File: config.mk
export PLATFORM = sky130hd
export DESIGN_NAME = mps_spi_slave
export DESIGN_NICKNAME = d
export VERILOG_FILES = /design/src/mps_pkg.sv /design/src/mps_regmem.sv /design/src/mps_spi_slave.sv
export SDC_FILE = /design/constraint.sdc
export NUM_CORES = 1
export LEC_CHECK = 0
export BUFFER_PORTS_ARGS = -buffer_cell sky130_fd_sc_hd__buf_2
export CORE_ASPECT_RATIO = 0.75
export CORE_MARGIN = 4
export CORE_UTILIZATION = 64
export DETAILED_ROUTE_END_ITERATION = 10
export PLACE_DENSITY = 0.87
export SLEW_MARGIN = 30
export SYNTH_ARGS = -nofsm -noshare
export SYNTH_HDL_FRONTEND = slang
export SYNTH_SLANG_ARGS = --single-unit
export TNS_END_PERCENT = 1
File: constraint.sdc
create_clock -name core_clk -period 3.3 [get_ports core_clk]
set_input_delay 0 -clock core_clk [delete_from_list [all_inputs] [get_ports core_clk]]
set_output_delay 0 -clock core_clk [all_outputs]
set_load 0.01 [all_outputs]
File: src/mps_pkg.sv
// package for the motor pre-driver serial slave port
package mps_pkg;
  localparam int          MPS_FRAME_BITS = 16;
  localparam int          MPS_CNT_W      = 5;
  localparam int          MPS_ADDR_W     = 6;
  localparam int          MPS_DATA_W     = 8;
  localparam int          MPS_REG_CNT    = 64;
  // access codes held in the top two bits of the input frame
  localparam logic [1:0]  MPS_RW_WRITE   = 2'h1;
  localparam logic [1:0]  MPS_RW_READ    = 2'h0;
  // field positions in the input frame
  localparam int          MPS_RW_HI      = 15;
  localparam int          MPS_ADDR_HI    = 13;
  localparam int          MPS_ADDR_LO    = 8;
  // fixed output header bits 15..8, fault bit is index 14
  localparam logic [7:0]  MPS_OUT_HDR    = 8'h01;
  localparam int          MPS_FAULT_POS  = 6;
  localparam logic [7:0]  MPS_REG_RST    = 8'h00;
  localparam logic        MPS_FAULT_RST  = 1'b0;
  localparam logic [4:0]  MPS_CNT_RST    = 5'h00;
  localparam logic [15:0] MPS_SHIFT_RST  = 16'h0000;
  // synchroniser reset: chip select high, clock and data low (idle)
  localparam logic [2:0]  MPS_SYNC_RST   = 3'h4;
  // pulse counts: address complete, header sent, counter ceiling
  localparam logic [4:0]  MPS_CNT_ADDR   = 5'h07;
  localparam logic [4:0]  MPS_CNT_HDR    = 5'h08;
  localparam logic [4:0]  MPS_CNT_MAX    = 5'h1f;

  typedef enum logic [1:0] {
    MPS_IDLE  = 2'b00,
    MPS_FRAME = 2'b01,
    MPS_CLOSE = 2'b10
  } mps_state_t;

  // write request toward the register memory
  typedef struct packed {
    logic                  we;
    logic [MPS_ADDR_W-1:0] addr;
    logic [MPS_DATA_W-1:0] data;
  } mps_wreq_t;
endpackage

File: src/mps_regmem.sv
// register memory of the serial port, registered read data
`timescale 1ns/1ps
module mps_regmem
  import mps_pkg::*;
#(
  parameter int ADDR_W = MPS_ADDR_W,
  parameter int DATA_W = MPS_DATA_W
) (
  input  wire logic              core_clk,
  input  wire logic              rst_b,
  input  wire logic              clk_en,
  input  wire logic              we,
  input  wire logic [ADDR_W-1:0] waddr,
  input  wire logic [DATA_W-1:0] wdata,
  input  wire logic [ADDR_W-1:0] raddr,
  output logic      [DATA_W-1:0] rdata_r
);
  logic [DATA_W-1:0] mem_r [2**ADDR_W];

  // contents reset so reads are defined from the start
  always_ff @(posedge core_clk or negedge rst_b) begin
    if (!rst_b) begin
      for (int i = 0; i < 2**ADDR_W; i++) begin
        mem_r[i] <= DATA_W'(MPS_REG_RST);
      end
    end else if (clk_en && we) begin
      mem_r[waddr] <= wdata;
    end
  end

  // read data come from a register, one cycle after the address
  always_ff @(posedge core_clk or negedge rst_b) begin
    if (!rst_b) begin
      rdata_r <= DATA_W'(MPS_REG_RST);
    end else if (clk_en) begin
      rdata_r <= mem_r[raddr];
    end
  end
endmodule

File: src/mps_spi_slave.sv
// serial slave port of the motor pre-driver, oversampled by core_clk
//
// Behaviour
// slave only: reacts to host frames, never starts a transfer
// chip select low frames a transfer, falling starts, rising ends
// output driven while chip select low, released while high
// host keeps an idle gap with chip select high between frames
// host idles clock low and gives exactly sixteen pulses
// next bit presented on each falling serial clock edge
// input sampled on each rising serial clock edge
// host keeps serial clock at or below 4 MHz
// sixteen input bits received most significant first
// register written only when exactly sixteen pulses were seen
// sixteen output bits sent most significant first
// input: two-bit code (01 write, 00 read), six address, eight data
// output: 0, fault, five zeros, 1, then eight data bits
// fault bit shows whether the previous frame had an error
// pulse count other than sixteen is a frame error
// read returns addressed register, write stores low input byte
`timescale 1ns/1ps
module mps_spi_slave
  import mps_pkg::*;
#(
  parameter int FRAME_BITS = MPS_FRAME_BITS
) (
  input  wire logic                  core_clk,
  input  wire logic                  rst_b,
  input  wire logic                  clk_en,
  input  wire logic                  sel_b,
  input  wire logic                  sclk,
  input  wire logic                  sdi,
  output logic                       sdo,
  output logic                       sdo_oe,
  output logic                       frame_done,
  output logic                       frame_err_r,
  output logic      [MPS_ADDR_W-1:0] last_waddr_r,
  output logic                       last_wr_r
);
  // elaboration checks: the frame layout is fixed at sixteen bits, and
  // the pulse counter must hold one count past a full frame
  if (FRAME_BITS != MPS_FRAME_BITS) begin : g_bad_len
    $error("frame length other than 16 not supported");
  end
  if ((2 ** MPS_CNT_W) <= (FRAME_BITS + 1)) begin : g_bad_cnt
    $error("pulse counter too narrow for the frame length");
  end

  ////////////////////////////////////////////////////////////////////////
  // synchronisers: all three pins come from the host's domain
  logic [2:0] sel_s1_r;
  logic [2:0] sel_s2_r;
  logic       sel_d_r;
  logic       sclk_d_r;

  // reset to the idle pin levels, so no false clock edge follows reset
  always_ff @(posedge core_clk or negedge rst_b) begin
    if (!rst_b) begin
      sel_s1_r <= MPS_SYNC_RST;
      sel_s2_r <= MPS_SYNC_RST;
      sel_d_r  <= 1'b1;
      sclk_d_r <= 1'b0;
    end else if (clk_en) begin
      sel_s1_r <= {sel_b, sclk, sdi};
      sel_s2_r <= sel_s1_r;
      sel_d_r  <= sel_s2_r[2];
      sclk_d_r <= sel_s2_r[1];
    end
  end

  // clock edges are taken only inside a frame, from the synchronised levels
  wire sel_q     = sel_s2_r[2];
  wire sclk_q    = sel_s2_r[1];
  wire sdi_q     = sel_s2_r[0];
  wire sel_fall  = sel_d_r && !sel_q;
  wire sel_rise  = !sel_d_r && sel_q;
  wire sclk_rise = !sel_q && sclk_q && !sclk_d_r;
  wire sclk_fall = !sel_q && !sclk_q && sclk_d_r;

  ////////////////////////////////////////////////////////////////////////
  // frame state, shift registers, pulse count
  mps_state_t                 state_r;
  mps_state_t                 state_nxt;
  logic [FRAME_BITS-1:0]      rx_r;
  logic [FRAME_BITS-1:0]      tx_r;
  logic [MPS_CNT_W-1:0]       cnt_r;
  logic                       fault_r;
  logic [MPS_DATA_W-1:0]      rdata;
  mps_wreq_t                  wreq;

  // no edge of the host clock is trusted outside a frame
  // close lasts one cycle, so the write pulse cannot repeat
  always_comb begin
    state_nxt = state_r;
    case (state_r)
      MPS_IDLE:  if (sel_fall) state_nxt = MPS_FRAME;
      MPS_FRAME: if (sel_rise) state_nxt = MPS_CLOSE;
      MPS_CLOSE: state_nxt = MPS_IDLE;
      default:   state_nxt = MPS_IDLE;
    endcase
  end

  // access-code compare, shared by the frame-end write decision and
  // the early read decision taken once eight bits are in
  function automatic logic acc_match(input logic [1:0] field,
                                     input logic [1:0] code);
    acc_match = (field == code);
  endfunction

  // frame is good only with exactly sixteen rising edges
  wire       cnt_ok   = (cnt_r == MPS_CNT_W'(FRAME_BITS));
  wire       is_write = acc_match(rx_r[MPS_RW_HI -: 2],
                                  MPS_RW_WRITE);
  wire [5:0] rx_addr  = rx_r[MPS_ADDR_HI:MPS_ADDR_LO];
  wire       closing  = (state_r == MPS_FRAME) && sel_rise;

  // write only at frame end, only for a clean write frame
  assign wreq.we   = closing && cnt_ok && is_write;
  assign wreq.addr = rx_addr;
  assign wreq.data = rx_r[MPS_DATA_W-1:0];
  assign frame_done = closing;

  // header: 0, fault, 00000, 1
  wire [7:0] hdr = MPS_OUT_HDR | (8'(fault_r) << MPS_FAULT_POS);

  // state register
  always_ff @(posedge core_clk or negedge rst_b) begin
    if (!rst_b) begin
      state_r <= MPS_IDLE;
    end else if (clk_en) begin
      state_r <= state_nxt;
    end
  end

  // receive shifts msb first on each rising host clock
  always_ff @(posedge core_clk or negedge rst_b) begin
    if (!rst_b) begin
      rx_r  <= MPS_SHIFT_RST;
      cnt_r <= MPS_CNT_RST;
    end else if (clk_en) begin
      if (sel_fall) begin
        cnt_r <= MPS_CNT_RST;
      end else if (sclk_rise && state_r == MPS_FRAME) begin
        rx_r <= {rx_r[FRAME_BITS-2:0], sdi_q};
        // the count saturates, so an overlong frame never wraps to 16
        if (cnt_r != MPS_CNT_MAX) begin
          cnt_r <= cnt_r + 5'h01;                // saturates, stays bad
        end
      end
    end
  end

  // fault of this frame is shown in the next one
  // fault and status move only at frame end, never in mid-frame
  always_ff @(posedge core_clk or negedge rst_b) begin
    if (!rst_b) begin
      fault_r      <= MPS_FAULT_RST;
      last_wr_r    <= 1'b0;
      last_waddr_r <= '0;
      frame_err_r  <= 1'b0;
    end else if (clk_en && closing) begin
      fault_r      <= !cnt_ok;
      frame_err_r  <= !cnt_ok;
      last_wr_r    <= wreq.we;
      last_waddr_r <= rx_addr;
    end
  end

  // the read address is complete at the eighth rising edge; the byte
  // is loaded at the eighth falling edge, where bit 7 is due
  // limitation: a read cut before eight pulses returns no data
  wire [5:0] live_addr    = {rx_r[4:0], sdi_q};
  wire       is_read_live = acc_match(rx_r[7:6], MPS_RW_READ);
  wire       load_data    = (cnt_r == MPS_CNT_HDR) && sclk_fall
                            && is_read_live;

  // transmit word: the header is held ready while deselected, so bit 15
  // stands on the pin from the moment the output is enabled; the read
  // byte replaces the top half after the address, else plain shifts
  wire                  tx_shift = sclk_fall && (state_r == MPS_FRAME);
  wire [FRAME_BITS-1:0] tx_hdr   = {hdr, 8'h00};
  wire [FRAME_BITS-1:0] tx_nxt   =
    sel_q     ? tx_hdr :
    load_data ? {rdata, tx_r[7:0]} :
    tx_shift  ? {tx_r[FRAME_BITS-2:0], 1'b0} :
    tx_r;

  // transmit register, frozen with the clock enable
  always_ff @(posedge core_clk or negedge rst_b) begin
    if (!rst_b) begin
      tx_r <= MPS_SHIFT_RST;
    end else if (clk_en) begin
      tx_r <= tx_nxt;
    end
  end

  // read address sampled once eight bits are in (code + address)
  logic [5:0] raddr_r;
  always_ff @(posedge core_clk or negedge rst_b) begin
    if (!rst_b) begin
      raddr_r <= '0;
    end else if (clk_en && sclk_rise && cnt_r == MPS_CNT_ADDR) begin
      raddr_r <= live_addr;
    end
  end

  mps_regmem #(
    .ADDR_W (MPS_ADDR_W),
    .DATA_W (MPS_DATA_W)
  ) u_mem (
    .core_clk (core_clk),
    .rst_b    (rst_b),
    .clk_en   (clk_en),
    .we       (wreq.we),
    .waddr    (wreq.addr),
    .wdata    (wreq.data),
    .raddr    (raddr_r),
    .rdata_r  (rdata)
  );

  // the three-state pad sits outside; sdo_oe switches its buffer
  // driven only inside a frame, released otherwise
  assign sdo_oe = !sel_q;
  assign sdo    = tx_r[FRAME_BITS-1];
endmodule

# --- Word-level counts from Yosys, hierarchy flattened ---
# Cells that the tools add are included.
totals:
  inputBits: 6
  elab_cells: 143
  out_inout_bits: 11
  reg_bits: 581
classes:
  n_reduce_logical: 34
  n_lt_le_gt_ge: 3
  mux: 15
  n_bitwise: 3
  n_eq_ne: 9
  add_sub_neg: 1
ops:
  columns: ["op", "n"]
  rows:
  - ["512-bit bitwise mux", 1]
  - ["8-bit binary-select mux with 6-bit select", 1]
  - ["8-bit demux with 6-bit select", 1]
  - ["16-bit 2-to-1 mux", 3]
  - ["8-bit 2-to-1 mux", 3]
  - ["1-bit logical AND", 18]
  - ["5-bit 2-to-1 mux", 3]
  - ["7-bit greater-or-equal comparator (second input constant)", 2]
  - ["6-bit inverter with 7-bit output", 2]
  - ["3-bit AND reduction", 4]
  - ["7-bit by 1-bit less-than comparator with 1-bit output (second input constant)", 1]
  - ["2-bit inequality test (second input constant)", 3]
  - ["2-bit nonzero test", 3]
  - ["5-bit by 1-bit adder with 5-bit output (second input constant)", 1]
  - ["5-bit by 3-bit equality test with 1-bit output (second input constant)", 1]
  - ["5-bit by 4-bit equality test with 1-bit output (second input constant)", 1]
  - ["5-bit equality test (second input constant)", 1]
  - ["1-bit zero test", 5]
  - ["5-bit inequality test (second input constant)", 1]
  - ["2-bit by 1-bit equality test with 1-bit output (second input constant)", 2]
  - ["2-bit zero test", 2]
  - ["2-bit 2-to-1 mux", 2]
  - ["2-bit one-hot mux with 2 select lines", 1]
  - ["3-bit nonzero test", 1]
  - ["2 further kinds", 2]

# --- Depth between registers and ports, before layout ---
logic_depth:
  word_depth: 7
  mapped_depth: 8
  depth_no_buf: 7

# --- Cells and area by module ---
# A second synthesis with hierarchy kept.
hier_totals:
  cells_unflattened: 1712
  area_unflattened_um2: 26484.2
modules_own_cells:
  columns: ["module", "cells_per_inst", "area_each_um2", "instances", "seq_area_each_um2"]
  rows:
  - ["mps_regmem", 1515, 23842.9, 1, 13012.5]
  - ["mps_spi_slave", 197, 2641.3, 1, 1505.2]

# --- Worst setup path after synthesis ---
# OpenSTA, ideal clock, no wires.
synth_path:
  kind: "register to register"
  start: "register sel_s2_r[2]"
  end: "register u_mem.mem_r[352] (netlist bit)"
  required_time_ns: 3.175
  n_path_buf: 1
  t_arrival_ns: 2.245
  path_slack_ns: 0.930
  stages_incl_launch_ff: 7
  synth_period_minus_slack_ns: 2.370
  setup_ns: 0.125
  path_cell_list: "dfstp_2 > and4bb_2 > nand4_4 > or4b_4 > buf_12 > nor2_8 > mux2_4"
synth_via:
  elab_chain_cells: 5
synth_lines:
  columns: ["element", "line", "rtl"]
  rows:
  - ["from (decl)", "mps_spi_slave.sv:51", "logic [2:0] sel_s2_r;"]
  - ["from (signal assigned)", "mps_spi_slave.sv:64", "sel_s2_r <= sel_s1_r;"]
  - ["1-bit logical AND", "mps_spi_slave.sv:75", "wire sel_rise = !sel_d_r && sel_q;"]
  - ["1-bit logical AND", "mps_spi_slave.sv:114", "wire closing = (state_r == MPS_FRAME) && sel_rise;"]
  - ["net frame_done", "mps_spi_slave.sv:34", "output logic frame_done,"]
  - ["1-bit logical AND (2 in series)", "mps_spi_slave.sv:117", "assign wreq.we = closing && cnt_ok && is_write;"]
  - ["1-bit logical AND", "mps_regmem.sv:26", "end else if (clk_en && we) begin"]
  - ["to (signal, indexed assignment)", "mps_regmem.sv:24", "mem_r[i] <= DATA_W'(MPS_REG_RST);"]
  - ["to (signal, indexed assignment)", "mps_regmem.sv:27", "mem_r[waddr] <= wdata;"]
  - ["to (decl)", "mps_regmem.sv:18", "logic [DATA_W-1:0] mem_r [2**ADDR_W];"]
# The timed path passes the listed nets, and every way through them passes these cells.
# A chain may end at the register's enable or synchronous reset.

# --- Worst setup path in the final report ---
layout_path:
  start: "register sel_s2_r[2]"
  end: "register u_mem.mem_r[101] (netlist bit)"
layout_via:
  elab_chain_cells: 5
layout_lines:
  columns: ["element", "line"]
  rows:
  - ["1-bit logical AND", "mps_spi_slave.sv:75"]
  - ["1-bit logical AND", "mps_spi_slave.sv:114"]
  - ["1-bit logical AND (2 in series)", "mps_spi_slave.sv:117"]
  - ["1-bit logical AND", "mps_regmem.sv:26"]
# Every way passes these cells.

==> metrics.cfg <==
[status]
outcome = finished, final reports clean

[synth]
synth_flop_cell = dfrtp_1
synthesis.nets = 1732
netlist_instances = 1723
ys_warn_count = 0
yosysTopAreaCellShare_pct = 53.9
syn-cell-area_sq_um = 26800
synth_seq_cells = 580
avgSynthCellArea_sq_um = 15.6
postSynth.asyncResetShare_pct = 100
synth_area_leader_cell = dfrtp_1
synth-edff-count = 0
synth_area_leaders = dfrtp_1 (54%), mux2_2 (23%), mux4_2 (10%)
ys_seq_area_share_pct = 54.2
synth_cell_type_count = 56

[clocking]
cts_max_path_buffers = 3
cts_repair_resize_count = 0
cts_hold_buf = 5
clkLatencyLatePin_ns = 0.59
clockRootBuffer = clkbuf_16
cts_buffers = 54
clock_sinks = 580
clkSlewWorstSetupHoldPaths_ns = 0.06
cts_tree = done
post_cts_buffers = 0
htreeDepth = 2

[cells_and_area]
layout_common_cells = dfrtp_1 (566), mux2_2 (549), mux4_2 (120)
fin_util_pct = 72.3
fillers = 2415
final_cell_area_sq_um = 29700
drive_above_1_share_pct = 52.2
areaGrowthSynthToFinish_pct = 10.8
final_nets = 1736
antenna_cells = 0
instances_no_fill = 2334
layout_commonest_cell = dfrtp_1

[worst_setup_path]
critPathCaptureType = flop
slowest_stage = or3_1
start_kind = flop
crit_fanout = 15
critical_path_arrival_ns = 3.38
crit_chain = and4bb_2 > nand4_4 > or3_1 > nor2_4 > mux2_2
crit_type = reg2reg
critPathMaxStageDelay_ns = 0.78
required_ns = 3.77

[drt]
routed_wl_mm = 62.1
viasPerCell = 6.60
ant_nets = 0
routedWlPerCell_um = 26.6
initialDrtViolationCount = 1295
dr_total_vias = 15403
drc = 0
firstDrtPassIters = 5

[grt]
overflow = 0
grt_pass1_wl_mm = 97.9
grt_use_total_pct = 28.2
grt_pass1_vias = 16324
antenna_found_initial = 0
grt_start_max_net_pins = 107

[timing]
slew_headroom_pct = 32.5
clock.fmax_mhz = 343
slew_violations = 0
clock_skew_ns = 0.0175
fin_tns_setup_ns = 0
post-route-min-period_ns = 2.91
tightestPinTransition_ns = 1.01
hold_viol = 0
setup_violations = 0
fin_crit_sh_pct = 88.3
rsz0062_at_grt = false

[die]
start_util_pct = 65.2
die_y_um = 185
die_area_sq_um = 45300
pin_count = 17
std_cell_rows = 64
core_area_sq_um = 41100
die_width_um = 244

[power]
p_leak_nw = 14.4
ir_drop_mv = 0.430
power.density_nw_per_um2 = 510

[hold_path]
hold_path_class = in2reg

[placed_design]
dp_hpwl_mm = 39.6
placed_cell_area_sq_um = 27700
placed_cells = 2225
io_buffers = 16
routabilityCongestion = 0.892

[job]
drv_cap = 0

[registers in the layout (all words and copies together) (netlist names)]
name / cells
sel_d_r: 1
tx_r: 15
rx_r: 16
raddr_r: 6
last_wr_r: 1
last_waddr_r: 6
u_mem.rdata_r: 8
state_r: 2
u_mem.mem_r: 512
sel_s1_r: 3
fault_r: 1
cnt_r: 5
sel_s2_r: 3
sclk_d_r: 1
[power breakdown]
group,internal [W],switching (W),leakage (nW)
logic,0.000246,0.000633,5.45
registers,0.00725,0.000341,8.04
clock network,0.00396,0.00272,0.945
total,0.0114,0.00370,14.4
[final timing paths]
path,startpoint,to,slack [ns],cells after the start
max reg2reg,sel_s2_r[2],u_mem.mem_r[101],0.39,5
max,sel_s2_r[2],u_mem.mem_r[101],0.39,5
min in group asynchronous,rst_b,u_mem.mem_r[401],0.44,3
min,sel_b,sel_s1_r[2],0.20,3
min reg2reg,tx_r[11],tx_r[11],0.48,2
max in group asynchronous,rst_b,u_mem.mem_r[52],1.66,5
[cell families (layout without fill, tap and decap cells)]
logic type,after synthesis,in the layout,share of synthesized area (%)
AOI/OAI and AO/OA,83,83,2.26
buffers and inverters,147,197,2.27
muxes,738,738,36.0
and+or+nand+nor,170,170,5.12
adders and majority gates,3,3,0.140
DFF,580,580,54.2
xor gates and xnor gates,2,2,0.0654
[final cells by class]
| class | count | area [sq um] | share of cell area (%) |
|---|---|---|---|
| multi-input cells | 996 | 11700 | 39.3 |
| well taps | 561 | 702 | 2.36 |
| flip-flops and latches | 580 | 14500 | 49.0 |
| inverters | 16 | 60.1 | 0.202 |
| clock inverters | 30 | 365 | 1.23 |
| clock buffers | 72 | 1560 | 5.26 |
| repair buffers | 79 | 786 | 2.65 |
[worst max-delay path, delay by kind of cell, from the launching register on]
kind | cells | cell delay [ns]
flops | 1 | 0.69
mux | 1 | 0.38
simple gates | 4 | 1.71
[per-stage QoR]
step,power [W],worst slack (ns),hold slack (ns)
after CTS,0.0152,0.428,0.133
after global routing,0.0156,0.333,0.201
final,0.0151,0.387,0.198
after global placement,0.00851,0.514,0.139
after detailed placement,0.00856,0.432,0.151
after floorplan,0.00802,0.930,-0.296
[metal layers]
metal  share of wire, %  global-route usage [%]
met2                 46                    42.6
met5                  0                   0.420
met1                 43                    41.5
met3                8.7                    7.67
met4                2.3                    7.16
[synthesized netlist by cell type (2+ instances only)]
| cell type | number |
|---|---|
| dfstp_2 | 3 |
| mux2_4 | 8 |
| buf_2 | 21 |
| o31ai_1 | 6 |
| a21oi_1 | 6 |
| nor2b_1 | 11 |
| or3b_2 | 2 |
| nand2_2 | 16 |
| nor4_4 | 2 |
| mux2_2 | 549 |
| nand3b_1 | 2 |
| and4bb_2 | 2 |
| a22o_1 | 2 |
| clkbuf_1 | 97 |
| dfrtp_1 | 577 |
| nand2_1 | 39 |
| mux2_1 | 20 |
| nor2_8 | 24 |
| nand2b_1 | 3 |
| nand3_1 | 11 |
| o221ai_1 | 16 |
| ha_1 | 3 |
| and2_1 | 3 |
| mux2i_1 | 41 |
| nor3b_1 | 2 |
| mux4_2 | 120 |
| a31o_2 | 6 |
| or4_1 | 3 |
| o22ai_1 | 9 |
| nor2_4 | 8 |
| o21ai_0 | 11 |
| buf_1 | 10 |
| a221oi_1 | 8 |
| and3b_1 | 2 |
| nor3_1 | 2 |
| xor2_1 | 2 |
| a22oi_1 | 16 |
| buf_6 | 2 |
| nor2_1 | 21 |
| or3_1 | 2 |
| and3_1 | 5 |
| inv_1 | 16 |
Power figures use the tool's default switching activity.
